--- src/rtl/eisvs_pkg.sv ---
/*
 * eisvs_pkg: constants, register map and carrier types of the external
 * interrupt sense and vector select block.
 * assumes: 8-bit register port with one-cycle strobes.
 */
package eisvs_pkg;
  localparam logic [7:0] ADDR_MCU_CONTROL = 8'h35;
  localparam logic [7:0] ADDR_SENSE_LOW = 8'h69;
  localparam logic [7:0] ADDR_SENSE_HIGH = 8'h6a;
  localparam logic [7:0] ADDR_EXT_MASK = 8'h3d;
  localparam logic [7:0] ADDR_EXT_FLAG = 8'h3c;
  localparam logic [7:0] ADDR_PC_CTRL = 8'h68;
  localparam logic [7:0] ADDR_PC_FLAG = 8'h3b;
  localparam logic [7:0] ADDR_PC_MASK0 = 8'h6b;
  localparam logic [7:0] ADDR_PC_MASK1 = 8'h6c;
  localparam logic [7:0] ADDR_PC_MASK2 = 8'h6d;

  localparam int MCU_UNLOCK_BIT = 0;
  localparam int MCU_SELECT_BIT = 1;
  localparam logic [7:0] MCU_PLAIN_MASK = 8'h90;
  localparam logic [7:0] REG_RESET = 8'h00;

  localparam logic [2:0] UNLOCK_CYCLES = 3'h4;

  localparam int NUM_EXT = 8;
  localparam int NUM_PC = 24;
  localparam int NUM_GROUPS = 3;
  localparam logic [3:0] VEC_PC0 = 4'h8;
  localparam logic [3:0] VEC_NONE = 4'hf;

  typedef enum logic [1:0] {
    SENSE_LOW,
    SENSE_ANY,
    SENSE_FALL,
    SENSE_RISE
  } eisvs_sense_t;

  typedef enum logic [1:0] {
    VC_IDLE,
    VC_UNLOCKED,
    VC_HOLD
  } eisvs_vc_state_t;

  typedef struct packed {
    logic [7:0] addr;
    logic [7:0] wdata;
    logic wr;
    logic rd;
  } eisvs_bus_t;

  typedef struct packed {
    logic valid;
    logic [3:0] vector;
  } eisvs_irq_t;
endpackage

--- src/rtl/eisvs_top.sv ---
/*
 * eisvs_top: external interrupt sensing on eight request pins, pin-change
 * detection on 24 inputs in three groups, vector priority, and the protected
 * vector table relocation sequence.
 * assumes: pins already synchronous to clk; cpu gives i-flag, execution
 * region, lock bits, retire and acknowledge pulses.
 */
// Functional notes
// - select zero: vectors at flash start, else boot
// - block interrupts during unlock and following instruction
// - unlock clears after four cycles or select write
// - lock bits block interrupts from other region
// - output-driven pins still raise interrupts
// - group request when enabled pin of group toggles
// - pin changes also raise combinational wake request
// - low level and low-pin edges raise wake
// - level mode requests while pin held low
// - level vanished before start-up gives no interrupt
// - request needs i-flag and per-pin mask bit
// - low pins: low, any edge, fall, rise
// - high pins: low, change, fall, rise
// - high pins sampled each clock before edges
// - low sense register packs pin3 field highest
// - flag sets on event, clears on vector/write-one
// - mask register has eight enables, reset zero
`timescale 1ns/10ps
module eisvs_top (
  // clock, enable, reset
  input wire logic clk,
  input wire logic clkEn,
  input wire logic reset_n,
  // register port
  input wire eisvs_pkg::eisvs_bus_t regBus,
  output logic [7:0] regRdata,
  // pins
  input wire logic [7:0] extIrqPins,
  input wire logic [23:0] pinChangeInputs,
  // cpu side
  input wire logic globalIrqEnable,
  input wire logic execInBoot,
  input wire logic applicationLockBit,
  input wire logic bootLockBit,
  input wire logic [16:0] bootSectionStart,
  input wire logic instrRetire,
  input wire logic irqAck,
  output eisvs_pkg::eisvs_irq_t irqOut,
  output logic [16:0] vectorBase,
  output logic vectorTableSelect,
  output logic wakeRequest
);
  import eisvs_pkg::*;

  // edge test shared by all eight request pins; low-level mode gives no hit
  function automatic logic senseHit(input logic [1:0] mode, input logic cur, input logic prev);
    logic hit;
    hit = 1'b0;
    case (eisvs_sense_t'(mode))
      SENSE_ANY: hit = cur ^ prev;
      SENSE_FALL: hit = prev & ~cur;
      SENSE_RISE: hit = cur & ~prev;
      default: hit = 1'b0;
    endcase
    return hit;
  endfunction

  function automatic logic [1:0] senseOf(input logic [15:0] fields, input int pin);
    return fields[2*pin +: 2];
  endfunction

  logic [7:0] mcuPlain_ff, nxt_mcuPlain;
  logic vectorSel_ff, nxt_vectorSel;
  logic unlock_ff, nxt_unlock;
  logic [2:0] unlockCnt_ff, nxt_unlockCnt;
  eisvs_vc_state_t vcState_ff, nxt_vcState;
  logic [7:0] senseLow_ff, nxt_senseLow;
  logic [7:0] senseHigh_ff, nxt_senseHigh;
  logic [7:0] extMask_ff, nxt_extMask;
  logic [7:0] extFlag_ff, nxt_extFlag;
  logic [2:0] pcEnable_ff, nxt_pcEnable;
  logic [2:0] pcFlag_ff, nxt_pcFlag;
  logic [23:0] pcMask_ff, nxt_pcMask;
  logic [7:0] extPrev_ff, nxt_extPrev;
  logic [23:0] pcPrev_ff, nxt_pcPrev;
  logic [7:0] rdata_ff, nxt_rdata;
  eisvs_irq_t irq_ff, nxt_irq;
  logic [16:0] vecBase_ff, nxt_vecBase;

  logic wrMcu;
  logic seqBlock;
  logic lockBlock;
  logic [15:0] senseAll;
  logic [7:0] extEvent;
  logic [7:0] levelMode;
  logic [7:0] extPending;
  logic [2:0] pcEvent;
  logic [10:0] pending;

  assign senseAll = {senseHigh_ff, senseLow_ff};
  assign wrMcu = regBus.wr && (regBus.addr == ADDR_MCU_CONTROL);

  // vector change sequence
  always_comb begin
    nxt_vectorSel = vectorSel_ff;
    nxt_unlock = unlock_ff;
    nxt_unlockCnt = unlockCnt_ff;
    nxt_vcState = vcState_ff;
    nxt_mcuPlain = mcuPlain_ff;
    if (wrMcu) begin
      nxt_mcuPlain = regBus.wdata & MCU_PLAIN_MASK;
    end
    case (vcState_ff)
      VC_IDLE: begin
        if (wrMcu && regBus.wdata[MCU_UNLOCK_BIT]) begin
          nxt_unlock = 1'b1;
          nxt_unlockCnt = UNLOCK_CYCLES;
          nxt_vcState = VC_UNLOCKED;
        end
      end
      VC_UNLOCKED: begin
        if (wrMcu && !regBus.wdata[MCU_UNLOCK_BIT]) begin
          // select accepted only inside the unlock window
          nxt_vectorSel = regBus.wdata[MCU_SELECT_BIT];
          nxt_unlock = 1'b0;
          nxt_unlockCnt = 3'h0;
          nxt_vcState = VC_HOLD;
        end else if (unlockCnt_ff == 3'h1) begin
          nxt_unlock = 1'b0;
          nxt_unlockCnt = 3'h0;
          nxt_vcState = VC_IDLE;
        end else begin
          nxt_unlockCnt = unlockCnt_ff - 3'h1;
        end
      end
      VC_HOLD: begin
        // wait until the instruction after the select write retires
        if (instrRetire) begin
          nxt_vcState = VC_IDLE;
        end
      end
      default: nxt_vcState = VC_IDLE;
    endcase
  end

  // blocking starts in the very cycle the unlock write lands
  assign seqBlock = (vcState_ff != VC_IDLE) ||
    (wrMcu && regBus.wdata[MCU_UNLOCK_BIT]);
  assign lockBlock = (vectorSel_ff && applicationLockBit && !execInBoot) ||
    (!vectorSel_ff && bootLockBit && execInBoot);

  // pin sensing; no direction input exists, so driven pins count too
  always_comb begin
    extEvent = 8'h00;
    levelMode = 8'h00;
    pcEvent = 3'h0;
    for (int i = 0; i < NUM_EXT; i++) begin
      // pins 7:4 compare two clock samples
      extEvent[i] = senseHit(senseOf(senseAll, i), extIrqPins[i], extPrev_ff[i]);
      levelMode[i] = (senseOf(senseAll, i) == 2'(SENSE_LOW));
    end
    for (int g = 0; g < NUM_GROUPS; g++) begin
      pcEvent[g] = |((pinChangeInputs[8*g +: 8] ^ pcPrev_ff[8*g +: 8]) &
        pcMask_ff[8*g +: 8]);
    end
  end

  // level requests are live, never latched: a level gone before the
  // cpu is up again leaves nothing behind
  assign extPending = (extFlag_ff & ~levelMode) |
    (levelMode & ~extIrqPins);

  // no clock needed for this path, so it can wake a halted core
  // only groups whose enable bit is set may wake the core
  assign wakeRequest = |(pcEvent & pcEnable_ff) || |(extMask_ff[3:0] &
    (extEvent[3:0] | (levelMode[3:0] & ~extIrqPins[3:0]))) ||
    |(extMask_ff[7:4] & levelMode[7:4] & ~extIrqPins[7:4]);

  assign pending = {pcFlag_ff & pcEnable_ff, extPending & extMask_ff};

  // register writes, flags, priority
  always_comb begin
    nxt_senseLow = senseLow_ff;
    nxt_senseHigh = senseHigh_ff;
    nxt_extMask = extMask_ff;
    nxt_pcEnable = pcEnable_ff;
    nxt_pcMask = pcMask_ff;
    nxt_extFlag = extFlag_ff;
    nxt_pcFlag = pcFlag_ff;
    nxt_extPrev = extIrqPins;
    nxt_pcPrev = pinChangeInputs;
    nxt_irq = '{valid: 1'b0, vector: VEC_NONE};
    nxt_rdata = 8'h00;
    nxt_vecBase = nxt_vectorSel ? bootSectionStart : 17'h00000;
    if (regBus.wr) begin
      if (regBus.addr == ADDR_SENSE_LOW) begin
        nxt_senseLow = regBus.wdata;
      end else if (regBus.addr == ADDR_SENSE_HIGH) begin
        nxt_senseHigh = regBus.wdata;
      end else if (regBus.addr == ADDR_EXT_MASK) begin
        nxt_extMask = regBus.wdata;
      end else if (regBus.addr == ADDR_EXT_FLAG) begin
        nxt_extFlag = extFlag_ff & ~regBus.wdata;
      end else if (regBus.addr == ADDR_PC_CTRL) begin
        nxt_pcEnable = regBus.wdata[2:0];
      end else if (regBus.addr == ADDR_PC_FLAG) begin
        nxt_pcFlag = pcFlag_ff & ~regBus.wdata[2:0];
      end else if (regBus.addr == ADDR_PC_MASK0) begin
        nxt_pcMask[7:0] = regBus.wdata;
      end else if (regBus.addr == ADDR_PC_MASK1) begin
        nxt_pcMask[15:8] = regBus.wdata;
      end else if (regBus.addr == ADDR_PC_MASK2) begin
        nxt_pcMask[23:16] = regBus.wdata;
      end
    end
    // vectoring clears the flag of the acknowledged source
    if (irqAck && irq_ff.valid) begin
      if (irq_ff.vector < VEC_PC0) begin
        nxt_extFlag[irq_ff.vector[2:0]] = 1'b0;
      end else begin
        nxt_pcFlag[2'(irq_ff.vector - VEC_PC0)] = 1'b0;
      end
    end
    // set after clear so a coinciding event is kept
    nxt_extFlag = (nxt_extFlag | extEvent) & ~levelMode;
    nxt_pcFlag = nxt_pcFlag | pcEvent;
    if (globalIrqEnable && !seqBlock && !lockBlock) begin
      for (int v = 10; v >= 0; v--) begin
        if (pending[v]) begin
          nxt_irq = '{valid: 1'b1, vector: 4'(v)};
        end
      end
    end
    // ack pulls the request down one cycle so it is not taken twice
    if (irqAck) begin
      nxt_irq = '{valid: 1'b0, vector: VEC_NONE};
    end
    if (regBus.rd) begin
      if (regBus.addr == ADDR_MCU_CONTROL) begin
        nxt_rdata = mcuPlain_ff | {6'h00, vectorSel_ff, unlock_ff};
      end else if (regBus.addr == ADDR_SENSE_LOW) begin
        nxt_rdata = senseLow_ff;
      end else if (regBus.addr == ADDR_SENSE_HIGH) begin
        nxt_rdata = senseHigh_ff;
      end else if (regBus.addr == ADDR_EXT_MASK) begin
        nxt_rdata = extMask_ff;
      end else if (regBus.addr == ADDR_EXT_FLAG) begin
        nxt_rdata = extFlag_ff;
      end else if (regBus.addr == ADDR_PC_CTRL) begin
        nxt_rdata = {5'h00, pcEnable_ff};
      end else if (regBus.addr == ADDR_PC_FLAG) begin
        nxt_rdata = {5'h00, pcFlag_ff};
      end else if (regBus.addr == ADDR_PC_MASK0) begin
        nxt_rdata = pcMask_ff[7:0];
      end else if (regBus.addr == ADDR_PC_MASK1) begin
        nxt_rdata = pcMask_ff[15:8];
      end else if (regBus.addr == ADDR_PC_MASK2) begin
        nxt_rdata = pcMask_ff[23:16];
      end
    end
  end

  always_ff @(posedge clk) begin
    if (!reset_n) begin
      mcuPlain_ff <= REG_RESET;
      vectorSel_ff <= 1'b0;
      unlock_ff <= 1'b0;
      unlockCnt_ff <= 3'h0;
      vcState_ff <= VC_IDLE;
      senseLow_ff <= REG_RESET;
      senseHigh_ff <= REG_RESET;
      extMask_ff <= REG_RESET;
      extFlag_ff <= REG_RESET;
      pcEnable_ff <= 3'h0;
      pcFlag_ff <= 3'h0;
      pcMask_ff <= 24'h000000;
      extPrev_ff <= 8'hff;
      pcPrev_ff <= 24'h000000;
      rdata_ff <= 8'h00;
      irq_ff <= '{valid: 1'b0, vector: VEC_NONE};
      vecBase_ff <= 17'h00000;
    end else if (clkEn) begin
      mcuPlain_ff <= nxt_mcuPlain;
      vectorSel_ff <= nxt_vectorSel;
      unlock_ff <= nxt_unlock;
      unlockCnt_ff <= nxt_unlockCnt;
      vcState_ff <= nxt_vcState;
      senseLow_ff <= nxt_senseLow;
      senseHigh_ff <= nxt_senseHigh;
      extMask_ff <= nxt_extMask;
      extFlag_ff <= nxt_extFlag;
      pcEnable_ff <= nxt_pcEnable;
      pcFlag_ff <= nxt_pcFlag;
      pcMask_ff <= nxt_pcMask;
      extPrev_ff <= nxt_extPrev;
      pcPrev_ff <= nxt_pcPrev;
      rdata_ff <= nxt_rdata;
      irq_ff <= nxt_irq;
      vecBase_ff <= nxt_vecBase;
    end
  end

  assign regRdata = rdata_ff;
  assign irqOut = irq_ff;
  assign vectorBase = vecBase_ff;
  assign vectorTableSelect = vectorSel_ff;
endmodule

--- config.mk ---
export PLATFORM = sky130hd
export DESIGN_NAME = eisvs_top
export DESIGN_NICKNAME = d
export VERILOG_FILES = /design/src/rtl/eisvs_pkg.sv /design/src/rtl/eisvs_top.sv
export SDC_FILE = /design/constraint.sdc
export NUM_CORES = 1
export LEC_CHECK = 0
export ABC_AREA = 1
export BUFFER_PORTS_ARGS = -buffer_cell sky130_fd_sc_hd__buf_2
export CAP_MARGIN = 20
export CORE_MARGIN = 2
export CORE_UTILIZATION = 40
export CTS_CLUSTER_SIZE = 16
export DETAILED_ROUTE_END_ITERATION = 10
export PLACE_DENSITY_LB_ADDON = 0.08
export SETUP_SLACK_MARGIN = 0.1
export SLEW_MARGIN = 20
export SYNTH_ARGS = -nofsm -noshare
export SYNTH_HDL_FRONTEND = slang
export SYNTH_SLANG_ARGS = --single-unit
--- constraint.sdc ---
create_clock -name clk -period 1.39 [get_ports clk]
set_clock_uncertainty 0.1 [all_clocks]
set_input_delay 0.0695 -clock clk [delete_from_list [all_inputs] [get_ports clk]]
set_output_delay 0.0695 -clock clk [all_outputs]
set_load 0.005 [all_outputs]
# After elaboration in Yosys (flattened, before gate mapping)
# Cells that the tools add are included.
op_classes:
  addsub: 2
  mul: 0
  div: 0
  magnitude_cmp: 5
  n_eq_ne: 40
  shifts: 0
  muxes: 68
  bitwise_logic: 81
  reduce_logical: 49
op_table:
  columns: ["op", "count"]
  rows:
  - ["$mux 8", 18]
  - ["$and 8x8->8", 9]
  - ["$mux 5", 13]
  - ["$eq 8x7->1 const B", 6]
  - ["$mux 3", 12]
  - ["$eq 2x2->1 const B", 17]
  - ["$eq 8x6->1 const B", 4]
  - ["$not 8->8", 4]
  - ["$not 1->1", 24]
  - ["$pmux 1 s3", 8]
  - ["$reduce_or 8->1", 3]
  - ["$xor 8x8->8", 3]
  - ["$eq 2x1->1 const B", 9]
  - ["$logic_not 2->1", 9]
  - ["$mux 17", 1]
  - ["$and 1x1->1", 16]
  - ["$and 4x4->4", 4]
  - ["$or 8x8->8", 2]
  - ["$and 3x3->3", 4]
  - ["$logic_and 1x1->1", 12]
  - ["$reduce_and 4->1", 3]
  - ["$reduce_and 11->1", 1]
  - ["$reduce_and 10->1", 1]
  - ["$reduce_and 9->1", 1]
  - ["other kinds (32)", 61]
word_totals:
  reg_bits: 133
  latch_bits: 0
  ramBits: 0
  mem_bits_ro: 0
  input_bits: 76
  out_inout_bits: 32
  word_cells: 265
  n_memories: 0

# Logic depth before layout (Yosys ltp)
logic_depth:
  depth_word: 15
  ltp_mapped: 15

# Worst setup path before layout
# No wires, ideal clock.
synth_timing:
  kind: "reg2reg"
  startpoint: "reg senseHigh_ff[4]"
  endpoint: "reg irq_ff, in the netlist irqOut[4]"
  arrival_ns: 1.214
  required_time_ns: 1.158
  setup_slack_ns: -0.056
  path_stages_with_launch: 11
  n_path_buf: 0
  synth_period_minus_slack_ns: 1.446
  path_cell_list: "dfxtp_1 > inv_1 > nand2_1 > nor2_1 > a21oi_1 > and2_1 > nand2_1 > nor2_1 > nand2_1 > o21ai_0 > a21oi_1"
synth_between:
  elab_chain_len: 14
  word_cells_on_any_way: 15
  classes_between: "mux (9); bitwise (5); reduce/logical (1)"
synth_lines:
  columns: ["item", "line", "source"]
  rows:
  - ["start, declared", "eisvs_top.sv:76", "logic [7:0] senseHigh_ff, nxt_senseHigh;"]
  - ["start signal, assigned", "eisvs_top.sv:287", "senseHigh_ff <= nxt_senseHigh;"]
  - ["$logic_not 2->1 *", "eisvs_top.sv:158", "levelMode[i] = (senseOf(senseAll, i) == 2'(SENSE_LOW));"]
  - ["$not 8->8", "eisvs_top.sv:168", "assign extPending = (extFlag_ff & ~levelMode) |"]
  - ["$and 8x8->8", "eisvs_top.sv:168", null]
  - ["$or 8x8->8 *", "eisvs_top.sv:168", null]
  - ["$and 8x8->8 *", "eisvs_top.sv:177", "assign pending = {pcFlag_ff & pcEnable_ff, extPending & extMask_ff};"]
  - ["$mux 5 * (7 in a row)", "eisvs_top.sv:227", "if (pending[v]) begin"]
  - ["$mux 5 *", "eisvs_top.sv:225", "if (globalIrqEnable && !seqBlock && !lockBlock) begin"]
  - ["$mux 5 *", "eisvs_top.sv:233", "if (irqAck) begin"]
  - ["end signal, assigned", "eisvs_top.sv:278", "irq_ff <= '{valid: 1'b0, vector: VEC_NONE};"]
  - ["end signal, assigned", "eisvs_top.sv:296", "irq_ff <= nxt_irq;"]
  - ["end, declared", "eisvs_top.sv:85", "eisvs_irq_t irq_ff, nxt_irq;"]
# Every way passes the cells marked *; elsewhere a longest branch is shown, timed or not.
# A chain may end at the register's enable or synchronous reset.

# Worst setup path in the final report
layout_timing:
  startpoint: "reg extPrev_ff[1]"
  endpoint: "out wakeRequest"
layout_between:
  elab_chain_len: 8
  word_cells_on_any_way: 10
  classes_between: "mux (1); bitwise (6); reduce/logical (3)"
layout_lines:
  columns: ["item", "line", "source"]
  rows:
  - ["start, declared", "eisvs_top.sv:82", "logic [7:0] extPrev_ff, nxt_extPrev;"]
  - ["start signal, assigned", "eisvs_top.sv:293", "extPrev_ff <= nxt_extPrev;"]
  - ["$not 1->1", "eisvs_top.sv:60", "SENSE_RISE: hit = cur & ~prev;"]
  - ["$and 1x1->1", "eisvs_top.sv:60", null]
  - ["$pmux 1 s3 *", "eisvs_top.sv:57", "case (eisvs_sense_t'(mode))"]
  - ["$or 4x4->4 *", "eisvs_top.sv:174", "(extEvent[3:0] | (levelMode[3:0] & ~extIrqPins[3:0]))) ||"]
  - ["$and 4x4->4 *", "eisvs_top.sv:173", "assign wakeRequest = |(pcEvent & pcEnable_ff) || |(extMask_ff[3:0] &"]
  - ["$reduce_or 4->1 *", "eisvs_top.sv:173", null]
  - ["$logic_or 1x1->1 *", "eisvs_top.sv:173", null]
  - ["$logic_or 1x1->1 *", "eisvs_top.sv:174", null]
  - ["end, declared", "eisvs_top.sv:49", "output logic wakeRequest"]
# Marked as above.

==> results.yml <==
sta:
  period_needed_ps: 2053
  finalCritPeriodShare_pct: 147.7
  hold_violations: 0
  setup-violations-final: 7
  holdWs_ps: 51.60
  slew_headroom_pct: 67.93
  rsz0062_at_grt: "yes"
  layout_setup_ws_ps: -663.4
  final_max_slew_viol_count: 0
  tightest_slew_ps: 481.0
  fmax_mhz: 487.0
power:
  irDropWorstVdd_mv: 0.8441
  p_leak_uw: 0.005202
  powerDensity_mw_per_mm2: 902.7
die:
  start_util_pct: 40.91
  die_w_um: 137.0
  rows: 48
  dieHeight_um: 137.0
  ioPinCount: 108
  coreArea_mm2: 0.01730
  die-area_mm2: 0.01877
synth:
  ys_ff_latch: 133
  synth_top_cell_by_area: "dfxtp_1"
  seq_area_frac_synth_pct: 37.62
  synth_top_cell_area_share_pct: 37.62
  yosysMostFrequentCell: "nand2_1"
  post_synth.cell_area_avg_um2: 6.792
  synthFlopType: "dfxtp_1"
  ys_types: 44
  async_reset_ff_share_pct: 0
  yosys.area_share.simple_pct: 25.81
  netlist_instances: 1042
  synth_top_family_by_area: "simple AND/OR/NAND/NOR gates"
  muxShareOfSynthArea_pct: 0
  synth_edf_count: 0
  synth_fa_ha_area_share_pct: 3.182
  ys_top_cells_by_area: "dfxtp_1 38%, nand2_1 11%, a21oi_1 9.1%, o21ai_0 9.1%, inv_1 7.1%"
  synthXorXnorAreaFrac_pct: 0.4950
  synth-compound-area-share_pct: 22.65
  synth_area_mm2: 0.007077
  syn-num-nets: 1136
  synth_warnings: 0
  netlist_top_cells_count: "202 x nand2_1, 134 x inv_1, 133 x dfxtp_1"
setup_path:
  path_buf_inv: 2
  cp-end-kind: "output port"
  slowest_delay_ps: 350
  cp-start-kind: "register"
  critPathArrivalTime_ps: 1880
  cp.required_ps: 1220
  crit_type: "reg2out"
  worstPathCellList: "inv_2, ha_1, nand2_1, nand3_1, nand2_2, a21boi_0, nor3_2, nand3_2, buf_2"
  path_max_fanout: 2
  slowest_stage: "dfxtp_2"
  cp_top_family: "simple AND/OR/NAND/NOR gates"
clocking:
  cts.sinks: 133
  clkLatencyLatePin_ps: 430
  cts-root-buf: "clkbuf_16"
  clk_pin_slew_worst_paths_ps: 60
  clock_path_buffers: 2
  cts_tree: "yes"
  h-tree-depth: 4
  cts_buffers: 17
placed_design:
  pre_cts_ws_ps: -331.1
  io_buffer_count: 107
  routabilityCongestion: 0.9460
  hpwlAfterDp_mm: 18.17
worst_hold_path:
  hp-class: "in2reg"
grt:
  grt_pass1_wl_mm: 39.58
  grt_max_degree: 50
  grtUsageTotal_pct: 27.51
  overflow: 0
  antenna_found_initial: 0
  grt_pass1_vias: 7593
final_layout:
  nets: 1472
  antenna_cells: 0
  area_delta_synth_final_pct: 61.09
  drive_above_1_share_pct: 41.41
drt:
  drt_iter0_drc: 654
  drt-total-wl_mm: 26.00
  vias: 8309
  wl_met2_mm: 12.37
  wl_met1_mm: 11.70
  routedWlPerCell_um: 16.09
  ant_nets: 0
  maxUsedRoutingLayer: "met4"
  vias_per_cell: 5.142
  firstDrtPassIters: 5
  drc: 0
  wl_met3_mm: 1.472
run_status:
  violations: "setup timing"
  status: "finished, violations left"
job:
  cap_viol_max_count: 0
==> where the power goes <==
part           switching (uW)  internal, uW  total [uW]
logic                     941           859        1800
clock network            1910          2510        4420
registers                 121          3950        4070
total                    2970          7320       10300
==> layer usage <==
layer	track usage [%]	vias to the layer above
li1	-	4172
met1	37.07	3863
met2	44.31	241
met3	5.815	33
met4	7.904	0
met5	0	-
==> what timing repair did <==
action / in CTS / in global routing
hold buffers: 57 / 0
resized for setup: 115 / 168
gates cloned: 4 / 0
pin swaps: 51 / 85
setup endpoints to repair: 49 / 78
setup buffers: 6 / 15
hold endpoints to repair: 67 / 0
==> registers in the layout (all words and copies together) (netlist names) <==
register / flops
irqOut: 5
mcuPlain_ff: 2
pcFlag_ff: 3
extFlag_ff: 8
senseLow_ff: 8
unlock_ff: 1
extPrev_ff: 8
extMask_ff: 8
unlockCnt_ff: 3
senseHigh_ff: 8
vectorBase: 17
pcPrev_ff: 24
pcEnable_ff: 3
vcState_ff: 2
regRdata: 8
vectorTableSelect: 1
pcMask_ff: 24
==> final timing paths <==
check                                              endpoint                    startpoint  slack, ps  depth (start not counted)
worst min-delay path             extFlag_ff[3]$_SDFFE_PN0P_                     regBus[5]         50                          6
worst max register to register       irqOut[0]$_SDFFE_PN1P_  senseHigh_ff[0]$_SDFFE_PN0P_       -140                         14
worst min register to register  mcuPlain_ff[4]$_SDFFE_PN0P_   mcuPlain_ff[4]$_SDFFE_PN0P_        340                          2
worst max-delay path                            wakeRequest    extPrev_ff[1]$_SDFFE_PN1P_       -660                          9
==> logic make-up (layout without fill, tap and decap cells) <==
kind of cell             count (synthesis)  count (layout)
AO/OA/AOI/OAI                          299             299
XOR/XNOR                                 4               4
adder cells (fa/ha/maj)                 18              18
buffers and inverters                  177             522
flip-flops                             133             133
AND/OR/NAND/NOR                        411             415
==> placed cells by master (no fill, tap or decap), types with 40 or more instances in the layout <==
cell type	instances
dfxtp_1	84
dlygate4sd3_1	57
nor2_1	66
buf_2	106
o21ai_0	92
inv_1	103
nand2_1	165
a21oi_1	110
buf_4	159
dfxtp_2	40
==> stage by stage <==
step / area, um2 / cells / setup TNS, ps / utilization [%] / power (uW)
final: 11400 / 1616 / -1286 / 65.91 / 10290
after global routing: 11400 / 1616 / -2236 / 65.91 / 10670
after CTS: 10760 / 1603 / -1137 / 62.22 / 10030
after detailed placement: 9198 / 1504 / -23730 / 53.18 / 5319
after global placement: 9198 / 1504 / -21870 / 53.18 / 5311
after floorplan: 7221 / 1042 / 0 / - / 4699
==> cell type report <==
type | count | area (um2)
inverter | 139 | 566.8
timing repair buffer | 351 | 2696
fill | 1498 | 5897
tap | 225 | 281.5
sequential | 133 | 2746
multi-input combinational | 736 | 4537
clock buffer | 18 | 429.2
clock inverter | 14 | 142.6
==> tightest hold or removal path, stage by stage <==
cell	delay (ps)
buf_2	110
a31oi_1	90
o21ai_1	90
nand2_1	60
nand3_1	60
a21oi_1	50
No activity file was read; power rests on OpenSTA's default activity.
